### src/hdl/cbc_pkg.sv
// Purpose: Shared constants and types for the CPU bus cycle sequencer
// Assumes: One system clock; one clock period equals one bus state
// Notes: Lengths are in states; the wait count m only stretches 3-state cycles
package cbc_pkg;

    // Clock and state timing
    localparam int CLK_PERIOD_NS = 5;          // 200 MHz system clock
    localparam int STATE_NS = 5;               // One state is one clock period
    localparam int CYCLES_PER_STATE = (STATE_NS + CLK_PERIOD_NS - 1) / CLK_PERIOD_NS;

    // Widths
    localparam int ADDR_W = 24;                // CPU address width
    localparam int DATA_W = 16;                // Widest data path
    localparam int LEN_W = 4;                  // Wide enough for 3 + m with m up to 7
    localparam int WAIT_W = 3;                 // Width of the wait-state count m

    // Target codes on the CPU request
    localparam logic [1:0] TGT_MEM = 2'h0;     // On-chip memory
    localparam logic [1:0] TGT_PERIPH = 2'h1;  // On-chip peripheral registers
    localparam logic [1:0] TGT_EXT = 2'h2;     // External address space

    // Bus cycle lengths in states
    localparam logic [LEN_W-1:0] LEN_MEM = 4'h1;
    localparam logic [LEN_W-1:0] LEN_PERIPH = 4'h2;
    localparam logic [LEN_W-1:0] LEN_EXT_TWO = 4'h2;
    localparam logic [LEN_W-1:0] LEN_EXT_THREE = 4'h3;

    // Byte lane enables
    localparam logic [1:0] LANES_NONE = 2'h0;
    localparam logic [1:0] LANES_LOW = 2'h1;
    localparam logic [1:0] LANES_HIGH = 2'h2;
    localparam logic [1:0] LANES_BOTH = 2'h3;

    // Reset values
    localparam logic [DATA_W-1:0] DATA_RESET = 16'h0000;
    localparam logic [ADDR_W-1:0] ADDR_RESET = 24'h000000;
    localparam logic [LEN_W-1:0] CNT_RESET = 4'h0;

    // Sequencer states, one-hot
    typedef enum logic [1:0]
    {
        SEQ_IDLE = 2'b01,
        SEQ_BUS = 2'b10
    } cbc_seq_e;

endpackage : cbc_pkg

### src/hdl/cbc_cycle_seq.sv
// Purpose: Turns one CPU access into bus cycles of 1, 2 or 3+m states
// Assumes: Requests, configuration and read data are synchronous to clk
// Notes: A word over an 8-bit path becomes two byte cycles, even byte first
`timescale 1ns/1ps
module cbc_cycle_seq
    import cbc_pkg::*;
(
    // Clock and reset
    input wire logic clk,
    input wire logic rst_b,
    // CPU request
    input wire logic cpuReq,
    input wire logic [1:0] cpuTarget,
    input wire logic [ADDR_W-1:0] cpuAddr,
    input wire logic cpuWrite,
    input wire logic cpuWord,
    input wire logic [DATA_W-1:0] cpuWdata,
    // CPU answer
    output logic cpuReady,
    output logic cpuDone,
    output logic [DATA_W-1:0] cpuRdata,
    // Path configuration
    input wire logic periphWide,
    input wire logic extWide,
    input wire logic extThreeState,
    input wire logic [WAIT_W-1:0] extWaitCount,
    // Target selects
    output logic memSel,
    output logic periphSel,
    output logic extSel,
    // Shared bus
    output logic busStart,
    output logic [ADDR_W-1:0] busAddr,
    output logic busWrite,
    output logic [1:0] busLanes,
    output logic [DATA_W-1:0] busWdata,
    input wire logic [DATA_W-1:0] busRdata
);

    // Sequencer state
    cbc_seq_e state_q;                      // Idle or running a bus cycle
    logic accept;                           // Request taken this edge
    logic lastState;                        // Final state of the current bus cycle
    logic moreCycles;                       // A second byte cycle still follows

    // Latched access
    logic wide_q;                           // Path width for this access
    logic word_q;                           // Word transfer requested
    logic write_q;                          // Direction
    logic secondByte_q;                     // Running the lower-byte cycle
    logic [LEN_W-1:0] len_q;                // States per bus cycle, kept for reload
    logic [DATA_W-1:0] wdata_q;             // Write data held for the second cycle

    // Decoded for the incoming request
    logic reqWide;                          // Width of the addressed path
    logic [LEN_W-1:0] reqLen;               // States per bus cycle
    logic [LEN_W-1:0] timerLoad;            // Value handed to the timer
    logic timerStart;                       // Start of any bus cycle

    // Registered outputs
    logic ready_q;
    logic done_q;
    logic [DATA_W-1:0] rdata_q;
    logic memSel_q;
    logic periphSel_q;
    logic extSel_q;
    logic busStart_q;
    logic [ADDR_W-1:0] addr_q;
    logic [1:0] lanes_q;
    logic [DATA_W-1:0] busWdata_q;
    logic busWrite_q;                       // Direction shown on the bus

    assign accept = (state_q == SEQ_IDLE) && cpuReq;
    assign moreCycles = word_q && !wide_q && !secondByte_q;

    // Path width of the addressed target
    always_comb
    begin
        case (cpuTarget)
            TGT_MEM: reqWide = 1'b1;
            TGT_PERIPH: reqWide = periphWide;
            TGT_EXT: reqWide = extWide;
            default: reqWide = 1'b1;
        endcase
    end

    // States per bus cycle of the addressed target
    always_comb
    begin
        case (cpuTarget)
            TGT_MEM: reqLen = LEN_MEM;
            TGT_PERIPH: reqLen = LEN_PERIPH;
            TGT_EXT:
            begin
                // Waits are added only in three-state mode
                if (extThreeState)
                begin
                    reqLen = LEN_EXT_THREE + {1'b0, extWaitCount};
                end
                else
                begin
                    reqLen = LEN_EXT_TWO;
                end
            end
            default: reqLen = LEN_MEM;
        endcase
    end

    // Timer counts the states after the first; the second byte reuses the length
    assign timerStart = accept || (state_q == SEQ_BUS && lastState && moreCycles);
    assign timerLoad = accept ? reqLen - LEN_MEM : len_q - LEN_MEM;

    cbc_state_timer u_timer
    (
        .clk(clk),
        .rst_b(rst_b),
        .load(timerStart),
        .loadVal(timerLoad),
        .last(lastState)
    );

    // Sequencer
    always_ff @(posedge clk or negedge rst_b)
    begin
        if (!rst_b)
        begin
            state_q <= SEQ_IDLE;
        end
        else
        begin
            case (state_q)
                SEQ_IDLE:
                begin
                    if (cpuReq)
                    begin
                        state_q <= SEQ_BUS;
                    end
                end
                SEQ_BUS:
                begin
                    // Leave after the final state of the final cycle
                    if (lastState && !moreCycles)
                    begin
                        state_q <= SEQ_IDLE;
                    end
                end
                default: state_q <= SEQ_IDLE;
            endcase
        end
    end

    // Access attributes held for the whole access
    always_ff @(posedge clk or negedge rst_b)
    begin
        if (!rst_b)
        begin
            wide_q <= 1'b1;
            word_q <= 1'b0;
            write_q <= 1'b0;
            len_q <= LEN_MEM;
            wdata_q <= DATA_RESET;
        end
        else if (accept)
        begin
            wide_q <= reqWide;
            word_q <= cpuWord;
            write_q <= cpuWrite;
            len_q <= reqLen;
            wdata_q <= cpuWdata;
        end
    end

    // Byte phase of an 8-bit word transfer
    always_ff @(posedge clk or negedge rst_b)
    begin
        if (!rst_b)
        begin
            secondByte_q <= 1'b0;
        end
        else if (accept)
        begin
            secondByte_q <= 1'b0;
        end
        else if (state_q == SEQ_BUS && lastState && moreCycles)
        begin
            secondByte_q <= 1'b1;
        end
    end

    // Target selects stay up across both byte cycles
    always_ff @(posedge clk or negedge rst_b)
    begin
        if (!rst_b)
        begin
            memSel_q <= 1'b0;
            periphSel_q <= 1'b0;
            extSel_q <= 1'b0;
        end
        else if (accept)
        begin
            memSel_q <= (cpuTarget == TGT_MEM);
            periphSel_q <= (cpuTarget == TGT_PERIPH);
            extSel_q <= (cpuTarget == TGT_EXT) || (cpuTarget == 2'h3);
        end
        else if (state_q == SEQ_BUS && lastState && !moreCycles)
        begin
            memSel_q <= 1'b0;
            periphSel_q <= 1'b0;
            extSel_q <= 1'b0;
        end
    end

    // Address, lanes and write data for each bus cycle
    always_ff @(posedge clk or negedge rst_b)
    begin
        if (!rst_b)
        begin
            addr_q <= ADDR_RESET;
            lanes_q <= LANES_NONE;
            busWdata_q <= DATA_RESET;
            busWrite_q <= 1'b0;
        end
        else if (accept)
        begin
            busWrite_q <= cpuWrite;
            if (cpuWord && reqWide)
            begin
                // Whole word in one cycle
                addr_q <= {cpuAddr[ADDR_W-1:1], 1'b0};
                lanes_q <= LANES_BOTH;
                busWdata_q <= cpuWdata;
            end
            else if (cpuWord)
            begin
                // Even address carries the upper byte first
                addr_q <= {cpuAddr[ADDR_W-1:1], 1'b0};
                lanes_q <= LANES_LOW;
                busWdata_q <= {8'h00, cpuWdata[15:8]};
            end
            else if (reqWide)
            begin
                // Byte on a 16-bit path: even byte on the upper lane
                addr_q <= cpuAddr;
                lanes_q <= cpuAddr[0] ? LANES_LOW : LANES_HIGH;
                busWdata_q <= cpuAddr[0] ? {8'h00, cpuWdata[7:0]} : {cpuWdata[7:0], 8'h00};
            end
            else
            begin
                // Byte on an 8-bit path uses the low lane
                addr_q <= cpuAddr;
                lanes_q <= LANES_LOW;
                busWdata_q <= {8'h00, cpuWdata[7:0]};
            end
        end
        else if (state_q == SEQ_BUS && lastState && moreCycles)
        begin
            // Odd address carries the lower byte second
            addr_q <= {addr_q[ADDR_W-1:1], 1'b1};
            busWdata_q <= {8'h00, wdata_q[7:0]};
        end
        else if (state_q == SEQ_BUS && lastState)
        begin
            lanes_q <= LANES_NONE;
        end
    end

    // Read data captured in the final state of each bus cycle
    always_ff @(posedge clk or negedge rst_b)
    begin
        if (!rst_b)
        begin
            rdata_q <= DATA_RESET;
        end
        else if (state_q == SEQ_BUS && lastState && !write_q)
        begin
            if (word_q && wide_q)
            begin
                rdata_q <= busRdata;
            end
            else if (word_q && !secondByte_q)
            begin
                rdata_q <= {busRdata[7:0], 8'h00};
            end
            else if (word_q)
            begin
                rdata_q <= {rdata_q[15:8], busRdata[7:0]};
            end
            else if (wide_q && !addr_q[0])
            begin
                rdata_q <= {8'h00, busRdata[15:8]};
            end
            else
            begin
                rdata_q <= {8'h00, busRdata[7:0]};
            end
        end
    end

    // Handshake toward the CPU and bus-cycle start marker
    always_ff @(posedge clk or negedge rst_b)
    begin
        if (!rst_b)
        begin
            ready_q <= 1'b1;
            done_q <= 1'b0;
            busStart_q <= 1'b0;
        end
        else
        begin
            // Busy from acceptance to completion
            ready_q <= (state_q == SEQ_BUS) ? (lastState && !moreCycles) : !cpuReq;
            done_q <= (state_q == SEQ_BUS) && lastState && !moreCycles;
            busStart_q <= timerStart;
        end
    end

    // Every output straight from a flip-flop
    assign cpuReady = ready_q;
    assign cpuDone = done_q;
    assign cpuRdata = rdata_q;
    assign memSel = memSel_q;
    assign periphSel = periphSel_q;
    assign extSel = extSel_q;
    assign busStart = busStart_q;
    assign busAddr = addr_q;
    assign busWrite = busWrite_q;
    assign busLanes = lanes_q;
    assign busWdata = busWdata_q;

endmodule : cbc_cycle_seq

### src/hdl/cbc_state_timer.sv
// Purpose: Counts the states of one bus cycle
// Assumes: load is a single-cycle pulse at the start of each bus cycle
// Notes: last is high during the final state of the loaded cycle
`timescale 1ns/1ps
module cbc_state_timer
    import cbc_pkg::*;
(
    // Clock and reset
    input wire logic clk,
    input wire logic rst_b,
    // Control
    input wire logic load,
    input wire logic [LEN_W-1:0] loadVal,   // States remaining after the first
    // Status
    output logic last
);

    logic [LEN_W-1:0] cnt_q;                // States still to run

    // Down counter, one step per state
    always_ff @(posedge clk or negedge rst_b)
    begin
        if (!rst_b)
        begin
            cnt_q <= CNT_RESET;
        end
        else if (load)
        begin
            cnt_q <= loadVal;
        end
        else if (cnt_q != CNT_RESET)
        begin
            cnt_q <= cnt_q - 4'h1;
        end
    end

    // Final state when nothing remains
    assign last = (cnt_q == CNT_RESET);

endmodule : cbc_state_timer

### config.mk
export PLATFORM = sky130hd
export DESIGN_NAME = cbc_cycle_seq
export DESIGN_NICKNAME = d
export VERILOG_FILES = /design/src/hdl/cbc_pkg.sv /design/src/hdl/cbc_cycle_seq.sv /design/src/hdl/cbc_state_timer.sv
export SDC_FILE = /design/constraint.sdc
export NUM_CORES = 1
export LEC_CHECK = 0
export BUFFER_PORTS_ARGS = -buffer_cell sky130_fd_sc_hd__buf_4
export CAP_MARGIN = 40
export CORE_ASPECT_RATIO = 1.2
export CORE_MARGIN = 3
export CORE_UTILIZATION = 45
export CTS_BUF_LIST = sky130_fd_sc_hd__clkbuf_8 sky130_fd_sc_hd__clkbuf_16
export CTS_CLUSTER_DIAMETER = 80
export DETAILED_ROUTE_END_ITERATION = 12
export PLACE_DENSITY = 0.8
export SETUP_SLACK_MARGIN = 0.5
export SYNTH_ARGS = -nofsm -noshare
export SYNTH_HDL_FRONTEND = slang
export SYNTH_SLANG_ARGS = --single-unit
### constraint.sdc
create_clock -name clk -period 1.98 [get_ports clk]
set_input_delay 0.297 -clock clk [delete_from_list [all_inputs] [get_ports clk]]
set_output_delay 0.297 -clock clk [all_outputs]
set_load 0.03 [all_outputs]
==> impl_metrics.toml, run 1 <==
[status]
outcome = "complete, no violations"

[global_route]
gr-total-overflow = 0
grt_pass1_vias = 3646
grt_max_degree = 41
grt_usage_pct = 23.20
grt_pass1_wl_um = 18040
antenna_found_initial = 0

[critical_path]
criticalPathCategory = "register to register"
cp-start-kind = "register"
worstSetupEndpointType = "register"
worstPathRequired_ns = 2.25
cp.arrival_ns = 2.20
ff2ff_setup_slack_ns = 0.05
cp_max_fo = 6

[sta]
fin_crit_ns = 1.926
finalMaxSlewViolations = 0
worstMarginPinSlew_ns = 0.6868
skew_ns = 0.008482
max_slew_margin_pct = 54.05
holdWs_ns = 0.1241
fmax_ghz = 0.5191
post-route-period-util_pct = 97.30
rsz0062_at_grt = "true"
setup_viol = 0
fin_setup_tns_ns = 0
hold_viol = 0

[clock_network]
cts_max_level = 3
cts_tree = "built"
clk_pin_slew_worst_paths_ns = 0.09
cts.sinks = 86
cts_root_buffer = "clkbuf_8"
cts_buffer_depth = 2
numCtsBuffers = 9
clkLatencyLatePin_ns = 0.35

[route]
drtPass1Iterations = 8
via_per_inst = 5.417
wl_per_cell_um = 16.84
wirelength_um = 11840
vias = 3808
ant_nets = 0
first_iter_violations = 228
drc = 0

[floorplan]
die_area_um2 = 9724
core.rowCount = 36
die_y_um = 107.4
die_w_um = 90.52
start_util_pct = 46.80
coreArea_um2 = 8243
io_pins = 134

[logic_synthesis]
syn_area_um2 = 3857
async_flop_share_pct = 100.0
synth_warnings = 0
yosysSeqAreaShare_pct = 55.92
syn_avg_cell_area_um2 = 9.408
syn-instance-count = 410
syn_nets = 485
synth_edf_count = 0
synth.distinct_cells = 45
ys_ff_latch = 86
ys.flop_type = "dfrtp_1"

[pwr]
netSwitchingPower_uw = 4196
ir_worst_vdd_uv = 954.6
p_seq_share_pct = 31.8
intPower_uw = 5599
power-per-cell-area_nw_per_um2 = 1638
comb_power_share_pct = 53.6
power_uw = 9795
p_leak_uw = 0.002941
swShare_pct = 42.84
p_clk_share_pct = 14.7

[run]
drv_cap = 0

[finish]
drive_gt1_share_pct = 44.48
areaGrowthSynthToFinish_pct = 55.01
nets = 659
final_cell_mix = "166 x buf_4, 128 x nand2_1, 81 x dfrtp_1"
diodes = 0
final_common_cell = "buf_4"

[hold_path]
min_path_type = "primary input to register"

[placed_design]
dp_hpwl_um = 7689
gp_congestion = 0.8118
portBuffers = 133
==> cells in the mapped netlist, types with 2 or more instances <==
cell	n	area, µm²
a21oi_1	23	115.1
a222oi_1	8	80.08
a22oi_1	16	120.1
a311oi_1	2	17.52
buf_1	5	18.77
buf_2	2	10.01
clkbuf_1	15	56.30
dfrtp_1	82	2052
dfstp_2	4	105.1
ha_1	6	75.07
inv_1	9	33.78
mux2_2	8	90.09
nand2_1	141	529.3
nand3_1	4	20.02
nand3b_1	2	15.01
nand4_1	3	18.77
nor2_1	17	63.81
nor2b_1	2	12.51
o211ai_1	2	15.01
o21ai_0	18	90.09
o21ai_1	6	30.03
o21ai_2	2	17.52
o22ai_1	11	68.82
==> layer usage <==
layer	global-route usage (%)	vias to the layer above	wire length, µm
met5	0	-	0
met4	9.628	0	304
met3	7.133	29	818
met2	39.69	159	6305
met1	27.08	1853	4414
li1	-	1767	-
==> critical path, cell delays in order (launching register included) <==
cell and delay (ns):
dfstp_2 0.55, nand3b_1 0.21, a311oi_2 0.41, a21oi_2 0.09, buf_4 0.17, a2111o_1 0.31
o211ai_1 0.10
==> per-stage QoR <==
step	util (%)	cell area, µm²	std cells	setup WS [ns]
3_3_place_gp	62.89	5184	652	0.06894
6_report	72.54	5979	703	0.05355
5_1_grt	72.54	5979	703	-0.02592
3_5_place_dp	62.89	5184	652	0.03066
2_1_floorplan	-	4011	410	0.1055
4_1_cts	68.81	5672	684	0.1581
==> path summary, 6_finish.rpt <==
kind / start / to / cells past startpoint
max in group asynchronous: rst_b / busAddr[22]$_DFFE_PN0N_ / 3
min in group asynchronous: rst_b / cpuRdata[8]$_DFFE_PN0P_ / 2
worst max-delay path: state_q[0]$_DFFE_PN1P_ / u_timer.cnt_q[3]$_DFFE_PN0P_ / 6
worst max register to register: state_q[0]$_DFFE_PN1P_ / u_timer.cnt_q[3]$_DFFE_PN0P_ / 6
worst min-delay path: cpuReq / cpuReady$_DFF_PN1_ / 2
worst min register to register: cpuRdata[14]$_DFFE_PN0P_ / cpuRdata[14]$_DFFE_PN0P_ / 2
==> cell families after synthesis <==
| family | count (synthesis) | share of synthesized area (%) |
|---|---|---|
| compound gates | 96 | 16.25 |
| simple gates | 180 | 19.69 |
| flops | 86 | 55.92 |
| xor+xnor | 1 | 0.2271 |
| mux | 9 | 2.595 |
| buf+inv | 32 | 3.373 |
| fa+ha+maj | 6 | 1.946 |
==> timing repair <==
action	4_1_cts	5_1_grt
buffers inserted	13	18
resized for setup	35	41
cloned	2	1
pin swaps	7	18
endpoints found under the hold margin	34	0
setup endpoints to repair	69	71
hold buffers	1	0
==> state kept, by name, summed over array words and instances (netlist names) <==
register and count:
busLanes 2, secondByte_q 1, state_q 2, busStart 1, word_q 1, len_q 4
cpuRdata 16, busWrite 1, periphSel 1, memSel 1, wdata_q 8, cpuReady 1
u_timer.cnt_q 4, wide_q 1, extSel 1, cpuDone 1, busWdata 16, busAddr 24
==> layout make-up <==
| cell class | instances | area (µm²) |
|---|---|---|
| clock buffer | 12 | 165.2 |
| clock inverter | 4 | 76.32 |
| fill | 586 | 2263 |
| inverter | 9 | 37.54 |
| multi-input combinational | 292 | 1819 |
| sequential | 86 | 2158 |
| tap | 114 | 142.6 |
| timing repair buffer | 186 | 1580 |
==> power groups by stage <==
stage | clock (µW) | combinational [µW] | sequential [µW]
global placement | 0 | 4250 | 3040
floorplan | 0 | 1630 | 4140
detailed placement | 0 | 4370 | 3070
CTS | 1470 | 4740 | 3060
finish | 1440 | 5250 | 3110
global route | 1560 | 5610 | 3190
(Power assumes the default switching activity.)
==> run 2, diff against run 1 <==
- CORE_MARGIN: 3 -> unset
- GPL_ROUTABILITY_DRIVEN: unset -> 1
- MAX_ROUTING_LAYER: unset -> met4
==> run 2 against run 1 <==
Fmax is 1.8% higher. Die area is 8.0% lower. Worst setup slack improved by 0.035 ns. Clock-buffer cell count decreased by 3. Final cell count is 1.8% lower. Largest power group unchanged.
==> impl_metrics.toml, run 2 (synthesized netlist as in run 1, its figures left out) <==
[sta]
post-route-period-util_pct = 95.53
max_slew_margin_pct = 61.41
fmax_ghz = 0.5287
hold_viol = 0
worstMarginPinSlew_ns = 0.5767
worst_slack_ns = 0.08847
fin_setup_tns_ns = 0
fin_crit_ns = 1.892
setup_viol = 0
skew_ns = 0.008839
finalMaxSlewViolations = 0
rsz0062_at_grt = "true"

[pwr]
power-per-cell-area_nw_per_um2 = 1623
power_uw = 9340
p_leak_uw = 0.002795
ir_worst_vdd_uv = 1018

[floorplan]
coreArea_um2 = 8198
die_area_um2 = 8948
die_y_um = 103.4
core.rowCount = 36
start_util_pct = 47.05
die_w_um = 86.52
io_pins = 134

[critical_path]
worstSetupEndpointType = "register"
cp-start-kind = "register"
cp-startpoint = "state_q[0]$_DFFE_PN1P_"
rr_startpoint = "state_q[0]$_DFFE_PN1P_"
ff2ff_path_depth = 6
worstPathRequired_ns = 2.23
crit_end = "u_timer.cnt_q[2]$_DFFE_PN0P_"
cp_max_fo = 5
ff2ff_setup_slack_ns = 0.09
criticalPathCategory = "register to register"
worst_r2r_endpoint = "u_timer.cnt_q[2]$_DFFE_PN0P_"
cp.arrival_ns = 2.14

[status]
outcome = "complete, no violations"

[finish]
nFillCells = 649
final_common_cell = "buf_4"
nets = 647
diodes = 0
layoutNonFillerInstCount = 690
final_area_um2 = 5756
areaGrowthSynthToFinish_pct = 49.21
drive_gt1_share_pct = 42.36
largest_reg_flops = 24
final_cell_mix = "160 x buf_4, 131 x nand2_1, 81 x dfrtp_1"

[route]
drc = 0
via_per_inst = 5.329
wirelength_um = 10820
vias = 3677
first_iter_violations = 246
wl_per_cell_um = 15.67
ant_nets = 0
drtPass1Iterations = 5

[clock_network]
clkLatencyLatePin_ns = 0.36
cts_max_level = 3
cts_tree = "built"
clk_pin_slew_worst_paths_ns = 0.08
cts.sinks = 86
cts_buffer_depth = 2
numCtsBuffers = 9
cts_root_buffer = "clkbuf_8"

[placed_design]
portBuffers = 133
postPlaceCellArea_um2 = 5184
dp_hpwl_um = 7449
gp_congestion = 0.8804
dp_worst_setup_slack_ns = -0.02074
dp.cells = 652

[run]
drv_cap = 0

[global_route]
grt_pass1_wl_um = 16770
gr-total-overflow = 0
antenna_found_initial = 0
grt_pass1_vias = 3584
grt_usage_pct = 25.06
grt_max_degree = 54

[hold_path]
min_path_type = "primary input to register"
min_path_cells = 2
[run 2: worst min-delay path by stage]
stage	slack (ns)	startpoint	end
final	0.12	cpuReq	cpuReady$_DFF_PN1_
after CTS	0.11	cpuReq	cpuReady$_DFF_PN1_
after global routing	0.12	cpuWrite	busWrite$_DFFE_PN0N_
after floorplan	0.001	rst_b	busAddr[0]$_DFFE_PN0N_
after detailed placement	0.13	rst_b	cpuRdata[9]$_DFFE_PN0P_
after global placement	0.13	rst_b	cpuRdata[12]$_DFFE_PN0P_
[run 2: critical path: stages (launching register included)]
cell and delay (ns):
dfstp_2 0.55, nand3b_1 0.20, o21ai_0 0.43, mux2i_4 0.14
ha_4 0.19, a221oi_2 0.20, a21oi_1 0.08
[run 2: cell type report]
cell class / instances / area [µm²] / area share, %
Sequential cell: 86 / 2158 / 37.50
Multi-Input combinational cell: 292 / 1817 / 31.57
Timing Repair Buffer: 174 / 1396 / 24.26
Tap cell: 114 / 142.6 / 2.478
Clock buffer: 9 / 123.9 / 2.152
Clock inverter: 6 / 80.08 / 1.391
Inverter: 9 / 37.54 / 0.6522
[run 2: metrics by stage]
| stage | hold slack [ns] | utilization (%) |
|---|---|---|
| 5_1_grt | 0.1158 | 70.21 |
| 6_report | 0.1156 | 70.21 |
| 2_1_floorplan | 0.001409 | - |
| 4_1_cts | 0.1101 | 67.89 |
| 3_5_place_dp | 0.1329 | 63.23 |
| 3_3_place_gp | 0.1312 | 63.23 |
[run 2: report_power, final]
part	total [µW]	internal [µW]	switching (µW)
Combinational	4960	2050	2910
Clock	1300	692	604
Sequential	3080	2550	535
Total	9340	5290	4050
[run 2: metal layers]
metal	up-vias	global-route usage [%]	routed length, µm
li1	1730	-	-
met1	1798	29.38	4401
met2	130	42.74	5566
met3	19	5.000	623
met4	0	9.744	223
met5	-	-	0
[run 2: timing repair]
item                                    4_1_cts  5_1_grt
resized for setup                            23       32
hold buffers                                  1        0
hold endpoints to repair                      7        0
endpoints found under the setup margin       60       47
buffers inserted                             10       12
cloned                                        0        0
pin swaps                                     7        8
